--- src/design/pio_map.svh ---
// Register offsets, field positions and reset values of the parallel I/O port
`ifndef PIO_MAP_SVH
`define PIO_MAP_SVH
// ----------------------------------------------------------------
// Bus geometry
// ----------------------------------------------------------------
`define PIO_AW 8
`define PIO_RESP_OKAY 2'h0
`define PIO_RESP_SLVERR 2'h2
// ----------------------------------------------------------------
// Register byte offsets
// ----------------------------------------------------------------
`define PIO_DATA_OFS 8'h00
`define PIO_DIR_OFS 8'h04
`define PIO_PULL_OFS 8'h08
`define PIO_SLEW_OFS 8'h0c
`define PIO_DRV_OFS 8'h10
`define PIO_PSC_OFS 8'h14
`define PIO_IRQ_ST_OFS 8'h18
`define PIO_IRQ_MSK_OFS 8'h1c
`define PIO_FUNC_OFS 8'h20
// ----------------------------------------------------------------
// Fields and reset values
// ----------------------------------------------------------------
`define PIO_PSC_FLAG_BIT 3
`define PIO_PSC_ACK_BIT 2
`define PIO_PSC_SEL_BIT 0
`define PIO_FUNC_DBG_BIT 0
`define PIO_ST_RECOV_BIT 0
`define PIO_ST_WAKE_BIT 1
`define PIO_ST_W 2
`define PIO_REG_RST 8'h00
`define PIO_FUNC_RST 1'h1
`endif

--- src/design/pio_pkg.sv ---
// Types shared by the parallel I/O port files
package pio_pkg;
  `include "pio_map.svh"
  // ----------------------------------------------------------------
  // AXI4-Lite carriers
  // ----------------------------------------------------------------
  typedef struct packed {
    logic               awvalid;
    logic [`PIO_AW-1:0] awaddr;
    logic               wvalid;
    logic [31:0]        wdata;
    logic [3:0]         wstrb;
    logic               bready;
    logic               arvalid;
    logic [`PIO_AW-1:0] araddr;
    logic               rready;
  } pio_axi_req_type;
  typedef struct packed {
    logic        awready;
    logic        wready;
    logic        bvalid;
    logic [1:0]  bresp;
    logic        arready;
    logic        rvalid;
    logic [31:0] rdata;
    logic [1:0]  rresp;
  } pio_axi_rsp_type;
  // ----------------------------------------------------------------
  // Stop mode tracking
  // ----------------------------------------------------------------
  typedef enum logic [1:0] {PS_RUN, PS_FULL, PS_PARTIAL, PS_RETAIN} pio_stop_type;
endpackage : pio_pkg

--- src/design/pio_pin_cell.sv ---
// Per-pin ownership, buffer and read-source logic
`timescale 1ns/1ps
module pio_pin_cell
  import pio_pkg::*;
#(
  parameter bit OUT_ONLY = 1'b0,
  parameter bit IN_ONLY  = 1'b0
) (
  // Port register bits
  input  wire logic dir,
  input  wire logic dat,
  input  wire logic pull_en,
  // Shared peripheral controls
  input  wire logic dig_en,
  input  wire logic dig_oe,
  input  wire logic dig_out,
  input  wire logic ana_en,
  // Synchronised pin level
  input  wire logic pin_lvl,
  // Pad controls and read value
  output logic      oe,
  output logic      out,
  output logic      ibuf_en,
  output logic      pull_on,
  output logic      rd_bit,
  output logic      periph_in
);
  logic dig_own;
  // Analog wins over digital, digital over the port
  always_comb begin
    dig_own   = dig_en && !ana_en;
    ibuf_en   = !ana_en && !OUT_ONLY; // RULE4 RULE6
    if (ana_en) begin
      oe = 1'b0; // RULE6 RULE7
    end else if (dig_en) begin
      oe = dig_oe; // RULE1 RULE5
    end else if (OUT_ONLY) begin
      oe = 1'b1;
    end else if (IN_ONLY) begin
      oe = 1'b0;
    end else begin
      oe = dir; // RULE3 RULE17
    end
    out       = dig_own ? dig_out : dat;
    pull_on   = pull_en && !oe && !ana_en && !OUT_ONLY;
    // Direction still picks the read source under a digital owner
    if (OUT_ONLY || (dir && !IN_ONLY)) begin
      rd_bit = dat; // RULE5 RULE17
    end else begin
      rd_bit = ibuf_en ? pin_lvl : 1'b0; // RULE6
    end
    periph_in = ibuf_en ? pin_lvl : 1'b0;
  end
endmodule : pio_pin_cell

--- src/design/pio_port.sv ---
// Parallel I/O port with shared-function priority, stop-mode pin retention and AXI4-Lite registers
// Summary of operation
// [RULE1] An enabled shared peripheral takes the pin and the port function on it is disabled.
// [RULE2] Reset clears direction and pullup bits, hands pins to the port and gives the output-only pin to debug.
// [RULE3] Each direction bit enables its output buffer and selects the source of its data read.
// [RULE4] Input buffers stay enabled except on analog pins and on the output-only pin.
// [RULE5] A shared digital function drives the buffer enable while direction still picks the read source.
// [RULE6] An analog function disables both buffers and an input-configured read returns 0.
// [RULE7] With digital and analog both enabled, the analog function controls the pin.
// [RULE8] Software should load the data latch before turning a pin to output.
// [RULE9] Pullup, slew and drive controls act independently of data and direction; the code disables the pullup while the output buffer is enabled.
// [RULE10] Full power-off stop returns all port registers and pins to reset defaults; the code keeps the recovery flag and the interrupt status and mask.
// [RULE11] Partial power-down stop holds every pin in latches as it was before entry; the code latches out, enable, pullup and input buffer, not slew and drive.
// [RULE12] After partial power-down software checks the flag, restores, then writes the acknowledge.
// [RULE13] State-retaining stop keeps all pin states and functions unchanged.
// [RULE14] The recovery flag in bit 3 sets on partial power-down exit and clears on reset.
// [RULE15] Writing 1 to acknowledge bit 2 clears the recovery flag and that bit reads 0.
// [RULE16] Select bit 0 picks retaining (0) or partial power-down (1) stop and takes only the first write.
// [RULE17] Direction 0 disables the driver and reads the pin, 1 enables it and reads the latch.
//
// Added by the designer: the AXI4-Lite interface to the registers and the address map.
`timescale 1ns/1ps
module pio_port
  import pio_pkg::*;
#(
  parameter int NPINS        = 6,
  parameter int OUT_ONLY_IDX = 4,
  parameter int IN_ONLY_IDX  = 5
) (
  // Clock and reset
  input  wire logic             clk,
  input  wire logic             srst,
  // Register bus
  input  wire pio_axi_req_type  axi_req,
  output pio_axi_rsp_type       axi_rsp,
  output logic                  irq,
  // Stop control from the core
  input  wire logic             stop_active,
  input  wire logic             stop_full_off,
  // Shared peripherals
  input  wire logic [NPINS-1:0] dig_en,
  input  wire logic [NPINS-1:0] dig_oe,
  input  wire logic [NPINS-1:0] dig_out,
  input  wire logic [NPINS-1:0] ana_en,
  output logic      [NPINS-1:0] periph_in,
  input  wire logic             bkgd_oe,
  input  wire logic             bkgd_out,
  output logic                  bkgd_own,
  // Pads
  input  wire logic [NPINS-1:0] pad_in,
  output logic      [NPINS-1:0] pad_out,
  output logic      [NPINS-1:0] pad_oe,
  output logic      [NPINS-1:0] pad_pullup,
  output logic      [NPINS-1:0] pad_slew,
  output logic      [NPINS-1:0] pad_drive,
  output logic      [NPINS-1:0] pad_ibuf_en
);
  // ----------------------------------------------------------------
  // Elaboration checks
  // ----------------------------------------------------------------
  if (NPINS < 1 || NPINS > 8 || OUT_ONLY_IDX >= NPINS || IN_ONLY_IDX >= NPINS || OUT_ONLY_IDX == IN_ONLY_IDX)
    $error("pio_port: pin count or special pin index out of range");

  localparam logic [NPINS-1:0] IN_MASK = ~(NPINS'(1) << IN_ONLY_IDX);

  // ----------------------------------------------------------------
  // State
  // ----------------------------------------------------------------
  logic               aw_v_r, aw_v_nxt, w_v_r, w_v_nxt, bvalid_r, bvalid_nxt, rvalid_r, rvalid_nxt;
  logic [`PIO_AW-1:0] aw_a_r, aw_a_nxt;
  logic [7:0]         w_d_r, w_d_nxt;
  logic               w_s_r, w_s_nxt;
  logic [1:0]         bresp_r, bresp_nxt, rresp_r, rresp_nxt;
  logic [31:0]        rdata_r, rdata_nxt;
  logic [NPINS-1:0]   dat_r, dat_nxt, dir_r, dir_nxt, pull_r, pull_nxt;
  logic [NPINS-1:0]   slew_r, slew_nxt, drv_r, drv_nxt;
  logic [NPINS-1:0]   h_out_r, h_out_nxt, h_oe_r, h_oe_nxt, h_pull_r, h_pull_nxt, h_ib_r, h_ib_nxt;
  logic               func_r, func_nxt, sel_r, sel_nxt, once_r, once_nxt, flag_r, flag_nxt;
  logic               hold_r, hold_nxt, stop_q_r, stop_q_nxt;
  logic [`PIO_ST_W-1:0] st_r, st_nxt, msk_r, msk_nxt;
  pio_stop_type       state_r, state_nxt;
  logic [NPINS-1:0]   sync1_r, sync2_r;

  // ----------------------------------------------------------------
  // Pin cells
  // ----------------------------------------------------------------
  logic [NPINS-1:0] c_oe, c_out, c_ib, c_pull, c_rd, c_den, c_doe, c_dout;
  genvar gi;
  for (gi = 0; gi < NPINS; gi++) begin : g_pin
    // The output-only pin is owned by the debug function while func_r is set
    assign c_den[gi]  = (gi == OUT_ONLY_IDX) ? (dig_en[gi] || func_r) : dig_en[gi];
    assign c_doe[gi]  = (gi == OUT_ONLY_IDX && func_r) ? bkgd_oe : dig_oe[gi];
    assign c_dout[gi] = (gi == OUT_ONLY_IDX && func_r) ? bkgd_out : dig_out[gi];
    pio_pin_cell #(
      .OUT_ONLY(gi == OUT_ONLY_IDX),
      .IN_ONLY (gi == IN_ONLY_IDX)
    ) u_cell (
      .dir      (dir_r[gi]),
      .dat      (dat_r[gi]),
      .pull_en  (pull_r[gi]),
      .dig_en   (c_den[gi]),
      .dig_oe   (c_doe[gi]),
      .dig_out  (c_dout[gi]),
      .ana_en   (ana_en[gi]),
      .pin_lvl  (sync2_r[gi]),
      .oe       (c_oe[gi]),
      .out      (c_out[gi]),
      .ibuf_en  (c_ib[gi]),
      .pull_on  (c_pull[gi]),
      .rd_bit   (c_rd[gi]),
      .periph_in(periph_in[gi])
    );
  end

  // Pad out, enable, pullup and input buffer follow the live cells, or the latches while held; slew and drive follow their registers
  always_comb begin
    pad_out     = hold_r ? h_out_r : c_out; // RULE11
    pad_oe      = hold_r ? h_oe_r : c_oe; // RULE11
    pad_pullup  = hold_r ? h_pull_r : c_pull;
    pad_ibuf_en = hold_r ? h_ib_r : c_ib;
    pad_slew    = slew_r; // RULE9
    pad_drive   = drv_r; // RULE9
    bkgd_own    = func_r;
    irq         = |(st_r & msk_r);
  end

  // ----------------------------------------------------------------
  // Pin input synchroniser
  // ----------------------------------------------------------------
  always_ff @(posedge clk) begin
    if (srst) begin
      sync1_r <= '0;
      sync2_r <= '0;
    end else begin
      sync1_r <= pad_in;
      sync2_r <= sync1_r;
    end
  end

  // ----------------------------------------------------------------
  // Address decode
  // ----------------------------------------------------------------
  logic       wr_go, wr_hit, rd_hit, psc_wr;
  logic [7:0] rd_val, wd;
  assign wr_go = aw_v_r && w_v_r && !bvalid_r;
  assign wd    = w_s_r ? w_d_r : 8'h00;
  assign psc_wr = wr_go && w_s_r && (aw_a_r == `PIO_PSC_OFS);

  // Read mux
  always_comb begin
    rd_hit = 1'b1;
    rd_val = 8'h00;
    if (axi_req.araddr == `PIO_DATA_OFS) rd_val = 8'(c_rd); // RULE3
    else if (axi_req.araddr == `PIO_DIR_OFS) rd_val = 8'(dir_r & IN_MASK);
    else if (axi_req.araddr == `PIO_PULL_OFS) rd_val = 8'(pull_r);
    else if (axi_req.araddr == `PIO_SLEW_OFS) rd_val = 8'(slew_r);
    else if (axi_req.araddr == `PIO_DRV_OFS) rd_val = 8'(drv_r);
    else if (axi_req.araddr == `PIO_PSC_OFS) rd_val = 8'(flag_r) << `PIO_PSC_FLAG_BIT |
                                                      8'(sel_r) << `PIO_PSC_SEL_BIT; // RULE14 RULE15
    else if (axi_req.araddr == `PIO_IRQ_ST_OFS) rd_val = 8'(st_r);
    else if (axi_req.araddr == `PIO_IRQ_MSK_OFS) rd_val = 8'(msk_r);
    else if (axi_req.araddr == `PIO_FUNC_OFS) rd_val = 8'(func_r);
    else rd_hit = 1'b0;
  end

  // Write address hit
  assign wr_hit = aw_a_r == `PIO_DATA_OFS || aw_a_r == `PIO_DIR_OFS || aw_a_r == `PIO_PULL_OFS ||
                  aw_a_r == `PIO_SLEW_OFS || aw_a_r == `PIO_DRV_OFS || aw_a_r == `PIO_PSC_OFS ||
                  aw_a_r == `PIO_IRQ_ST_OFS || aw_a_r == `PIO_IRQ_MSK_OFS || aw_a_r == `PIO_FUNC_OFS;

  // ----------------------------------------------------------------
  // AXI4-Lite channel handling
  // ----------------------------------------------------------------
  assign axi_rsp = '{awready: !aw_v_r, wready: !w_v_r, bvalid: bvalid_r, bresp: bresp_r,
                     arready: !rvalid_r, rvalid: rvalid_r, rdata: rdata_r, rresp: rresp_r};

  // Address and data are caught in either order; the response follows both
  always_comb begin
    {aw_v_nxt, aw_a_nxt, w_v_nxt, w_d_nxt, w_s_nxt} = {aw_v_r, aw_a_r, w_v_r, w_d_r, w_s_r};
    {bvalid_nxt, bresp_nxt, rvalid_nxt, rdata_nxt, rresp_nxt} = {bvalid_r, bresp_r, rvalid_r, rdata_r, rresp_r};
    if (axi_req.awvalid && !aw_v_r) begin
      aw_v_nxt = 1'b1;
      aw_a_nxt = axi_req.awaddr;
    end
    if (axi_req.wvalid && !w_v_r) begin
      w_v_nxt = 1'b1;
      w_d_nxt = axi_req.wdata[7:0];
      w_s_nxt = axi_req.wstrb[0];
    end
    if (wr_go) begin
      aw_v_nxt = 1'b0;
      w_v_nxt = 1'b0;
      bvalid_nxt = 1'b1;
      bresp_nxt = wr_hit ? `PIO_RESP_OKAY : `PIO_RESP_SLVERR;
    end else if (bvalid_r && axi_req.bready) begin
      bvalid_nxt = 1'b0;
    end
    if (axi_req.arvalid && !rvalid_r) begin
      rvalid_nxt = 1'b1;
      rdata_nxt = {24'h000000, rd_val};
      rresp_nxt = rd_hit ? `PIO_RESP_OKAY : `PIO_RESP_SLVERR;
    end else if (rvalid_r && axi_req.rready) begin
      rvalid_nxt = 1'b0;
    end
  end

  // Bus channel registers
  always_ff @(posedge clk) begin
    if (srst) begin
      {aw_v_r, aw_a_r, w_v_r, w_d_r, w_s_r, bvalid_r, rvalid_r, rdata_r} <= '0;
      bresp_r <= `PIO_RESP_OKAY;
      rresp_r <= `PIO_RESP_OKAY;
    end else begin
      {aw_v_r, aw_a_r, w_v_r, w_d_r, w_s_r} <= {aw_v_nxt, aw_a_nxt, w_v_nxt, w_d_nxt, w_s_nxt};
      {bvalid_r, bresp_r, rvalid_r, rdata_r, rresp_r} <= {bvalid_nxt, bresp_nxt, rvalid_nxt, rdata_nxt, rresp_nxt};
    end
  end

  // ----------------------------------------------------------------
  // Port registers, stop modes and retention
  // ----------------------------------------------------------------
  logic entry, leave, clr_ports;
  assign entry = stop_active && !stop_q_r;
  assign leave = !stop_active && stop_q_r;

  always_comb begin
    {dat_nxt, dir_nxt, pull_nxt, slew_nxt, drv_nxt, msk_nxt} = {dat_r, dir_r, pull_r, slew_r, drv_r, msk_r};
    {func_nxt, sel_nxt, once_nxt, flag_nxt, hold_nxt} = {func_r, sel_r, once_r, flag_r, hold_r};
    {h_out_nxt, h_oe_nxt, h_pull_nxt, h_ib_nxt} = {h_out_r, h_oe_r, h_pull_r, h_ib_r};
    state_nxt = state_r;
    stop_q_nxt = stop_active;
    clr_ports = 1'b0;
    st_nxt = st_r & ~((wr_go && aw_a_r == `PIO_IRQ_ST_OFS) ? wd[`PIO_ST_W-1:0] : '0);
    // Register writes
    if (wr_go && w_s_r) begin
      if (aw_a_r == `PIO_DATA_OFS) dat_nxt = wd[NPINS-1:0];
      else if (aw_a_r == `PIO_DIR_OFS) dir_nxt = wd[NPINS-1:0] & IN_MASK;
      else if (aw_a_r == `PIO_PULL_OFS) pull_nxt = wd[NPINS-1:0]; // RULE9
      else if (aw_a_r == `PIO_SLEW_OFS) slew_nxt = wd[NPINS-1:0];
      else if (aw_a_r == `PIO_DRV_OFS) drv_nxt = wd[NPINS-1:0];
      else if (aw_a_r == `PIO_IRQ_MSK_OFS) msk_nxt = wd[`PIO_ST_W-1:0];
      else if (aw_a_r == `PIO_FUNC_OFS) func_nxt = wd[`PIO_FUNC_DBG_BIT];
    end
    if (psc_wr && !once_r) begin
      sel_nxt = wd[`PIO_PSC_SEL_BIT]; // RULE16
      once_nxt = 1'b1;
    end
    if (psc_wr && wd[`PIO_PSC_ACK_BIT]) begin
      flag_nxt = 1'b0; // RULE15
      hold_nxt = 1'b0;
    end
    // Stop mode sequencing
    case (state_r)
      PS_RUN: begin
        if (entry && stop_full_off) begin
          state_nxt = PS_FULL;
          clr_ports = 1'b1; // RULE10
          hold_nxt = 1'b0; // Powered-off pins drop any unacknowledged hold RULE10
        end else if (entry && sel_r) begin
          state_nxt = PS_PARTIAL;
          hold_nxt = 1'b1; // RULE11
          {h_out_nxt, h_oe_nxt, h_pull_nxt, h_ib_nxt} = {pad_out, pad_oe, pad_pullup, pad_ibuf_en};
        end else if (entry) begin
          state_nxt = PS_RETAIN; // RULE13
        end
      end
      PS_PARTIAL: begin
        if (leave) begin
          state_nxt = PS_RUN;
          clr_ports = 1'b1;
          flag_nxt = 1'b1; // RULE14
          hold_nxt = 1'b1;
          st_nxt[`PIO_ST_RECOV_BIT] = 1'b1;
        end
      end
      default: begin
        if (leave) state_nxt = PS_RUN;
      end
    endcase
    if (leave) st_nxt[`PIO_ST_WAKE_BIT] = 1'b1;
    // Registers lost while powered down come back at reset values
    if (clr_ports) begin
      {dat_nxt, dir_nxt, pull_nxt, slew_nxt, drv_nxt} = {5{NPINS'(`PIO_REG_RST)}}; // RULE2 RULE10
      func_nxt = `PIO_FUNC_RST;
      sel_nxt = 1'b0;
      once_nxt = 1'b0;
    end
  end

  // Port, stop and retention registers
  always_ff @(posedge clk) begin
    if (srst) begin
      {dat_r, dir_r, pull_r, slew_r, drv_r} <= {5{NPINS'(`PIO_REG_RST)}}; // RULE2
      {h_out_r, h_oe_r, h_pull_r, h_ib_r, st_r, msk_r} <= '0;
      {sel_r, once_r, flag_r, hold_r, stop_q_r} <= '0; // RULE14
      func_r <= `PIO_FUNC_RST;
      state_r <= PS_RUN;
    end else begin
      {dat_r, dir_r, pull_r, slew_r, drv_r, msk_r} <= {dat_nxt, dir_nxt, pull_nxt, slew_nxt, drv_nxt, msk_nxt};
      {func_r, sel_r, once_r, flag_r, hold_r} <= {func_nxt, sel_nxt, once_nxt, flag_nxt, hold_nxt};
      {h_out_r, h_oe_r, h_pull_r, h_ib_r, st_r} <= {h_out_nxt, h_oe_nxt, h_pull_nxt, h_ib_nxt, st_nxt};
      state_r <= state_nxt;
      stop_q_r <= stop_q_nxt;
    end
  end
endmodule : pio_port

--- config.mk ---
export PLATFORM = sky130hd
export DESIGN_NAME = pio_port
export DESIGN_NICKNAME = d
export VERILOG_FILES = /design/src/design/pio_pkg.sv /design/src/design/pio_pin_cell.sv /design/src/design/pio_port.sv
export VERILOG_INCLUDE_DIRS = /design/src /design/src/design
export SDC_FILE = /design/constraint.sdc
export NUM_CORES = 1
export LEC_CHECK = 0
export ABC_AREA = 1
export BUFFER_PORTS_ARGS = -buffer_cell sky130_fd_sc_hd__buf_4
export CAP_MARGIN = 20
export CORE_UTILIZATION = 45
export CTS_CLUSTER_SIZE = 20
export DETAILED_ROUTE_END_ITERATION = 12
export PLACE_DENSITY_LB_ADDON = 0.12
export SETUP_SLACK_MARGIN = 0.02
export SLEW_MARGIN = 20
export SYNTH_ARGS = -nofsm -noshare
export SYNTH_HDL_FRONTEND = slang
export SYNTH_HIERARCHICAL = 1
export SYNTH_SLANG_ARGS = --single-unit
--- constraint.sdc ---
create_clock -name clk -period 1.3 [get_ports clk]
set_input_delay 0.13 -clock clk [delete_from_list [all_inputs] [get_ports clk]]
set_output_delay 0.13 -clock clk [all_outputs]
set_load 0.05 [all_outputs]
Yosys cells after proc, flatten, opt, wreduce, memory -nomap -nowiden. Cells that the tools add are included. W data, S select, Z words.

Register bits: 108. Input bits: 93. Output and inout port bits: 85. Logic and storage cells: 214.

Equal/unequal tests: 18. Mux-type cells: 78. Bitwise gates (word level): 11. Reduce and logical (&&, ||, !) cells: 77.

Operator list (count): $eq A8 B5 Y1 const B (8); $mux W6 (10); $mux W1 (55); $eq A8 B4 Y1 const B (4); $logic_and A1 B1 Y1 (32); $mux W2 (10); $logic_not A1 Y1 (18); $eq A8 B3 Y1 const B (2); $eq A8 B6 Y1 const B (2); $logic_not A8 Y1 (2); $logic_or A1 B1 Y1 (9); $reduce_and A8 Y1 (1); $not A1 Y1 (7); $reduce_and A7 Y1 (1); $reduce_and A3 Y1 (2); $reduce_and A6 Y1 (1); $reduce_bool A2 Y1 (3); $reduce_or A2 Y1 (3); $reduce_and A5 Y1 (1); $and A2 B2 Y2 (2); $mux W4 (1); $ne A4 B4 Y1 const B (1); $or A4 B1 Y4 (1); $pmux W1 S2 (2); other kinds (5) (6).

Logic depth before layout (Yosys ltp). Gate-level depths: netlist (run 1).

Depth after elaboration: 11. Depth in mapped cells: 12.

Hierarchy. The synthesis (run 1) kept the hierarchy.

Modules (own cells, without submodules): pio_port (times used 1, cells an instance 647, area each 4802.1 um^2, sequential area each 2082.0 um^2); pio_pin_cell at g_pin[0].u_cell ... (times used 4, cells an instance 22, area each 86.3 um^2, sequential area each 0.0 um^2); pio_pin_cell at g_pin[4].u_cell (times used 1, cells an instance 12, area each 62.6 um^2, sequential area each 0.0 um^2); pio_pin_cell at g_pin[5].u_cell (times used 1, cells an instance 12, area each 53.8 um^2, sequential area each 0.0 um^2).

Least setup slack after synthesis (run 1). OpenSTA, ideal clock, no wires.

Path type: register to register. Start: register func_r (netlist: bkgd_own). End: register h_out_r[4]. Setup time: 124 ps. Data arrival time: 2141 ps. Setup slack: -965 ps. Stages on the path, launching flop included: 8. Path buffers: 0. Clock period less this slack: 2265 ps. Cell sequence: dfxtp_1 > mux2_2 > nand3_1 > nand2_1 > nand2_1 > o21ai_0 > o21ai_0 > a21oi_1.

Elaborated cells between the ends (all ways): 5.

RTL lines: start, declared (line pio_port.sv:78) `logic func_r, func_nxt, sel_r, sel_nxt, once_r, once_nxt, flag_r, flag_nxt;`; start signal, assigned (line pio_port.sv:296) `` func_r <= `PIO_FUNC_RST; ``; start signal, assigned (line pio_port.sv:300) `{func_r, sel_r, once_r, flag_r, hold_r} <= {func_nxt, sel_nxt, once_nxt, flag_nxt, hold_nxt};`; $mux W1 (line pio_port.sv:93) `assign c_dout[gi] = (gi == OUT_ONLY_IDX && func_r) ? bkgd_out : dig_out[gi];`; via c_dout[4] (line pio_port.sv:87) `logic [NPINS-1:0] c_oe, c_out, c_ib, c_pull, c_rd, c_den, c_doe, c_dout;`; $mux W1 (line pio_pin_cell.sv:44) `out = dig_own ? dig_out : dat;`; via c_out[4] (line pio_port.sv:87); $mux W6 (line pio_port.sv:117) `pad_out = hold_r ? h_out_r : c_out;`; via pad_out[4] (line pio_port.sv:51) `output logic [NPINS-1:0] pad_out,`; end signal, assigned (line pio_port.sv:301) `{h_out_r, h_oe_r, h_pull_r, h_ib_r, st_r} <= {h_out_nxt, h_oe_nxt, h_pull_nxt, h_ib_nxt, st_nxt};`; end, declared (line pio_port.sv:77) `logic [NPINS-1:0] h_out_r, h_out_nxt, h_oe_r, h_oe_nxt, h_pull_r, h_pull_nxt, h_ib_r, h_ib_nxt;`.

The timed path passes the listed nets, and every way through them passes these cells. A chain may end at the register's enable or synchronous reset.

Worst setup path in the final report (run 1).
Start: register func_r (netlist: bkgd_own). End: output port pad_oe[4].

Word-level cells in the longest chain between the ends: 4. Elaborated cells between the ends (all ways): 5.

RTL lines: $logic_or A1 B1 Y1 (line pio_port.sv:91) `assign c_den[gi] = (gi == OUT_ONLY_IDX) ? (dig_en[gi] || func_r) : dig_en[gi];`; via c_den[4] (line pio_port.sv:87); $mux W1 (line pio_pin_cell.sv:35) `end else if (dig_en) begin`; $mux W1 (line pio_pin_cell.sv:33) `if (ana_en) begin`; via c_oe[4] (line pio_port.sv:87); $mux W6 (line pio_port.sv:118) `pad_oe = hold_r ? h_oe_r : c_oe;`; end, declared (line pio_port.sv:52) `output logic [NPINS-1:0] pad_oe,`.

The timed path passes the listed nets, and every way through them passes these cells.

==> results.yml, run 1 <==
global_routing:
  gr-total-overflow: 0
  grt_pass1_vias: 5110
  grt_usage: 0.271
  antenna_found_initial: 0
  grt_max_degree: 26
  grt_pass1_wl_um: 24700
sta:
  min_period_ns: 1.62
  finalMaxSlewViolations: 0
  rsz0062_at_grt: "yes"
  finClkSkew_ns: 0.00671
  finalCritPeriodShare: 1.25
  fmax_mhz: 617
  hold_ws_ns: -0.00215
  setup_violations: 78
  final-hold-violation-count: 1
  setup_slack_ns: -0.320
power_and_ir_drop:
  power_mw: 7.85
  switching_share: 0.294
  p_switching_mw: 2.31
  clkPwrFrac: 0.373
  irDropWorstVdd_mv: 0.663
  leakage_nw: 3.68
  pwr-share-seq: 0.417
  internal-power_mw: 5.55
  p_comb_frac: 0.210
  powerDensity_mw_per_mm2: 928
clock_network:
  clkTransAtPathRegs_ns: 0.06
  cts.sinks: 102
  cts_buffers: 9
  cts-htree-levels: 3
  insertion_delay_ns: 0.35
  tritoncts: "built"
  root_buffer: "clkbuf_16"
  cts_buffer_depth: 2
critical_path:
  path_buf_inv: 1
  crit_family: "flip-flops"
  critPathMaxStageDelay_ns: 0.37
  crit_path_end_kind: "output port"
  crit_fanout: 4
  slowest_stage: "dfxtp_4"
  crit_type: "register to output port"
  start_kind: "register"
  crit_chain: "or2_4 -> a21oi_2 -> nand2_4 -> o21ai_4 -> buf_6"
  required_ns: 1.17
  arrival_ns: 1.49
  reg2reg_setup_slack_ns: -0.24
place:
  placed_area_mm2: 0.00689
  port_buffers: 118
  gp_congestion: 0.887
  pre_cts_ws_ns: -0.181
  dp_cells: 1041
  place_hpwl_um: 11100
synthesis:
  synth_cells: 753
  avgSynthCellArea_um2: 6.92
  synth_area_mm2: 0.00521
  yosys_warnings: 6
outcome:
  violations: "hold timing, setup timing"
  status: "complete, but fails checks"
finish:
  stdcell_area_mm2: 0.00846
  drive_gt1_frac: 0.477
  final_cells: 1098
  utilization: 0.764
  areaGrowthSynthToFinish_pct: 62.4
  antenna_cells: 0
  final_net_count: 1046
floorplan:
  num_io_pins: 178
  die_w_um: 110
  dieArea_mm2: 0.0120
  chipHeight_um: 110
  start_util: 0.470
  row_count: 38
  core_mm2: 0.0111
drt:
  vias: 5683
  route.detailed.drc: 0
  routed_wl_um: 17900
  dr.pass1.iters: 6
  avgViaCountPerCell: 5.18
  ant_nets: 0
  wl_per_cell_um: 16.3
  drt_iter0_drc: 455
job:
  drv_cap: 0
hold_path:
  hold_class: "input pin to register"
## power by group through the flow
stage	registers (mW)	logic, mW	clock network (mW)
2_1_floorplan	3.36	0.930	0
3_3_place_gp	3.34	1.35	0
3_5_place_dp	3.34	1.37	0
4_1_cts	3.27	1.51	2.93
5_1_grt	3.28	1.76	3.06
6_report	3.27	1.65	2.93
## what timing repair did
item,4_1_cts,5_1_grt
gates cloned,7,6
gates resized for setup,123,131
buffers inserted,19,15
hold buffers,4,0
pin swaps,25,44
endpoints found under the setup margin,87,96
endpoints found under the hold margin,4,0
## cells in the final DEF (no fill, tap or decap), drive strengths merged, types with 2 or more instances in the layout
master / count
a211oi: 11
a21oi: 75
buf: 210
bufinv: 2
clkbuf: 17
clkinv: 4
clkinvlp: 2
conb: 31
dfxtp: 102
dlygate4sd3: 4
inv: 117
mux2: 2
nand2: 140
nand3: 28
nand4: 6
nor2: 90
nor3: 8
o2111ai: 2
o21a: 2
o21ai: 94
o31ai: 2
## worst paths after layout
path / from / to / cells after the start
worst max-delay path: bkgd_own / pad_oe[4] / 5
worst min-delay path: pad_in[3] / sync1_r[3] / 3
worst max register to register: aw_a_r[6] / dir_r[2] / 10
worst min register to register: sync1_r[5] / sync2_r[5] / 2
## registers in the layout, summed over array words and instances, names as in the netlist, 2 cells and up
register / flops
h_pull_r: 6
w_d_r: 6
state_r: 2
h_out_r: 6
dat_r: 6
h_oe_r: 6
pad_drive: 6
dir_r: 5
pad_slew: 6
pull_r: 6
sync2_r: 5
sync1_r: 5
aw_a_r: 8
msk_r: 2
rdata_r: 6
st_r: 2
h_ib_r: 6
## metal layers
metal / track usage / routed length (µm) / vias to the layer above
met2: 0.481 / 8980 / 240
met1: 0.336 / 7390 / 2641
met3: 0.0350 / 1080 / 41
li1: - / - / 2761
met4: 0.0905 / 457 / 0
met5: 0 / 0 / -
## per-stage QoR
| step | hold WS [ns] | TNS (ns) |
|---|---|---|
| CTS | 0.00225 | -8.30 |
| detailed placement | 0.340 | -5.16 |
| global route | 0.0154 | -15.09 |
| floorplan | 0.192 | -1.52 |
| global placement | 0.330 | -2.80 |
| finish | -0.00215 | -10.14 |
## worst min-delay path: cells and delay by family
kind          cells  cell delay [ns]
simple gates      1             0.07
buf+inv           2             0.10
## layout make-up
type	instances	area [µm²]
Sequential cell	102	2080
Clock inverter	4	70.1
Timing Repair Buffer	219	2080
Clock buffer	12	246
Tap cell	140	175
Multi-Input combinational cell	500	3310
Fill cell	765	2620
Inverter	121	494
No activity file was read; power rests on OpenSTA's default activity.
==> run 2: changes to the inputs <==
--- a/config.mk
+++ b/config.mk
@@ -9,6 +9,7 @@
 export ABC_AREA = 1
 export BUFFER_PORTS_ARGS = -buffer_cell sky130_fd_sc_hd__buf_4
 export CAP_MARGIN = 20
+export CORE_MARGIN = 8
 export CORE_UTILIZATION = 45
 export CTS_CLUSTER_SIZE = 20
 export DETAILED_ROUTE_END_ITERATION = 12
@@ -17,5 +18,4 @@
 export SLEW_MARGIN = 20
 export SYNTH_ARGS = -nofsm -noshare
 export SYNTH_HDL_FRONTEND = slang
-export SYNTH_HIERARCHICAL = 1
 export SYNTH_SLANG_ARGS = --single-unit
==> results.yml, run 2 <==
critical_path:
  arrival_ns: 1.67
  slowest_stage: "dfxtp_4"
  crit_chain: "inv_4 -> a21oi_4 -> nor2_1 -> a31oi_1 -> nand2_1 -> o21ai_4 -> buf_6"
  crit_path_end_kind: "output port"
  crit_fanout: 3
  timing.critical_path.to: "pad_out[4]"
  reg2reg_setup_slack_ns: -0.31
  ff2ff_path_depth: 11
  crit_family: "compound AO/OA/AOI/OAI gates"
  startpoint: "bkgd_own"
  crit_type: "register to output port"
  r2r_end: "dat_r[4]"
  critPathMaxStageDelay_ns: 0.40
  required_ns: 1.17
  path_buf_inv: 2
  start_kind: "register"
  r2r_start: "aw_a_r[0]"
  cp.depth: 7
finish:
  area.sequential_mm2: 0.00208
  stdcell_area_mm2: 0.00875
  largest_reg_flops: 8
  layout_commonest_cell: "buf_4"
  final_net_count: 1038
  most-common-layout-cells: "buf_4, dfxtp_1, nand2_1"
  antenna_cells: 0
  utilization: 0.810
  areaGrowthSynthToFinish_pct: 76.3
  fillers: 672
  final_cells: 1090
  multiInputGateArea_mm2: 0.00338
  drive_gt1_frac: 0.547
place:
  dp_cells: 1001
  pre_cts_ws_ns: -0.310
  gp_congestion: 0.892
  placed_area_mm2: 0.00665
  port_buffers: 118
  place_hpwl_um: 12300
sta:
  rsz0062_at_grt: "yes"
  setup_slack_ns: -0.502
  finClkSkew_ns: 0.0133
  finalMaxSlewViolations: 0
  hold_ws_ns: 0.0188
  fin_setup_tns_ns: -16.67
  min_period_ns: 1.80
  setup_violations: 85
  finalCritPeriodShare: 1.39
  fmax_mhz: 555
  final-hold-violation-count: 0
clock_network:
  tritoncts: "built"
  cts-htree-levels: 3
  root_buffer: "clkbuf_8"
  insertion_delay_ns: 0.39
  cts.sinks: 102
  clkTransAtPathRegs_ns: 0.09
  cts_buffers: 9
  cts_buffer_depth: 2
synthesis:
  synth_top_area_cell: "dfxtp_1"
  synth_simple_gate_area_share: 0.241
  synth_fa_ha_area_frac: 0
  synth.most_common_cell: "nand2_1"
  ys_seq_area_frac: 0.412
  synth_area_mm2: 0.00496
  synth-seq-cells: 102
  synth_ff_type: "dfxtp_1"
  yosys_warnings: 0
  synthTopCellsByCount: "nand2_1, dfxtp_1, nor2_1, inv_1, o21ai_0"
  synth_top_area_frac: 0.412
  synth_edf_count: 0
  synthXorXnorAreaFrac: 0
  synth_cells: 698
  ys_types: 37
  avgSynthCellArea_um2: 7.11
  synth_async_sr_flop_share: 0
  muxShareOfSynthArea: 0
  synth_compound_area_frac: 0.197
  synth_area_leaders: "dfxtp_1, nand2_1, nor2_1"
  synth_top_family_by_area: "simple AND/OR/NAND/NOR gates"
global_routing:
  grt_pass1_wl_um: 29000
  grt_usage: 0.250
  gr-total-overflow: 0
  grt_pass1_vias: 5664
  grt_max_degree: 28
  antenna_found_initial: 0
power_and_ir_drop:
  power_mw: 6.97
  switching_share: 0.328
  irDropWorstVdd_mv: 0.851
  pwr-share-seq: 0.468
  clkPwrFrac: 0.281
  p_comb_frac: 0.251
  leakage_nw: 3.87
  internal-power_mw: 4.69
  p_switching_mw: 2.29
  powerDensity_mw_per_mm2: 797
drt:
  routed_wl_um: 21000
  dr.pass1.iters: 5
  avgViaCountPerCell: 5.34
  vias: 5818
  route.detailed.drc: 0
  wl_per_cell_um: 19.3
  ant_nets: 0
  drt_iter0_drc: 401
floorplan:
  chipHeight_um: 121
  row_count: 38
  dieArea_mm2: 0.0146
  die_w_um: 121
  core_mm2: 0.0108
  start_util: 0.460
  num_io_pins: 178
hold_path:
  hold_class: "input pin to register"
job:
  drv_cap: 0
outcome:
  status: "complete, but fails checks"
  violations: "setup timing"
run 2: worst reg2reg max path, cell delays in order (launching register included):
cell and delay (ns):
dfxtp_2 0.34, nor2_4 0.18, nand2_4 0.09, nor2_4 0.15
inv_4 0.06, nor2_4 0.10, inv_4 0.06, nor2_4 0.10
buf_12 0.13, buf_8 0.12, buf_4 0.11, a211oi_1 0.05
run 2: area by class of cell:
cell class                      instances  area share
Inverter                               93      0.0435
Multi-Input combinational cell        470       0.387
Timing Repair Buffer                  269       0.290
Clock buffer                           12      0.0177
Tap cell                              140      0.0200
Clock inverter                          4     0.00343
Sequential cell                       102       0.238
run 2: repair_timing:
action,4_1_cts,5_1_grt
endpoints found under the hold margin,16,0
endpoints found under the setup margin,92,100
hold buffers,13,0
pin swaps,60,56
resized for setup,254,141
gates cloned,6,2
buffers inserted,41,25
run 2: per-layer routing:
layer,GRT usage,up-vias,routed length (µm)
met4,0.0991,0,771
li1,-,2715,-
met3,0.0684,62,1440
met2,0.430,272,10600
met5,0,-,0
met1,0.286,2769,8260
run 2: power groups by stage:
stage / sequential [mW] / combinational (mW) / clock, mW
after floorplan: 3.33 / 0.844 / 0
after global placement: 3.32 / 1.29 / 0
after detailed placement: 3.32 / 1.30 / 0
after CTS: 3.26 / 1.55 / 1.99
after global routing: 3.27 / 1.84 / 2.10
final: 3.26 / 1.75 / 1.96
run 2: logic make-up after synthesis:
group / after synthesis
AND/OR/NAND/NOR: 267
flip-flops: 102
other: 1
AO/OA/AOI/OAI: 173
buffers and inverters: 155
run 2: worst min path at each step:
stage,from,endpoint,slack (ns),cells after the start
CTS,axi_req[56],aw_v_r,0.002,3
detailed placement,pad_in[3],sync1_r[3],0.34,3
global placement,pad_in[2],sync1_r[2],0.33,3
finish,axi_req[56],aw_v_r,0.02,3
floorplan,pad_in[0],sync1_r[0],0.24,2
global route,stop_active,stop_q_r,0.02,3
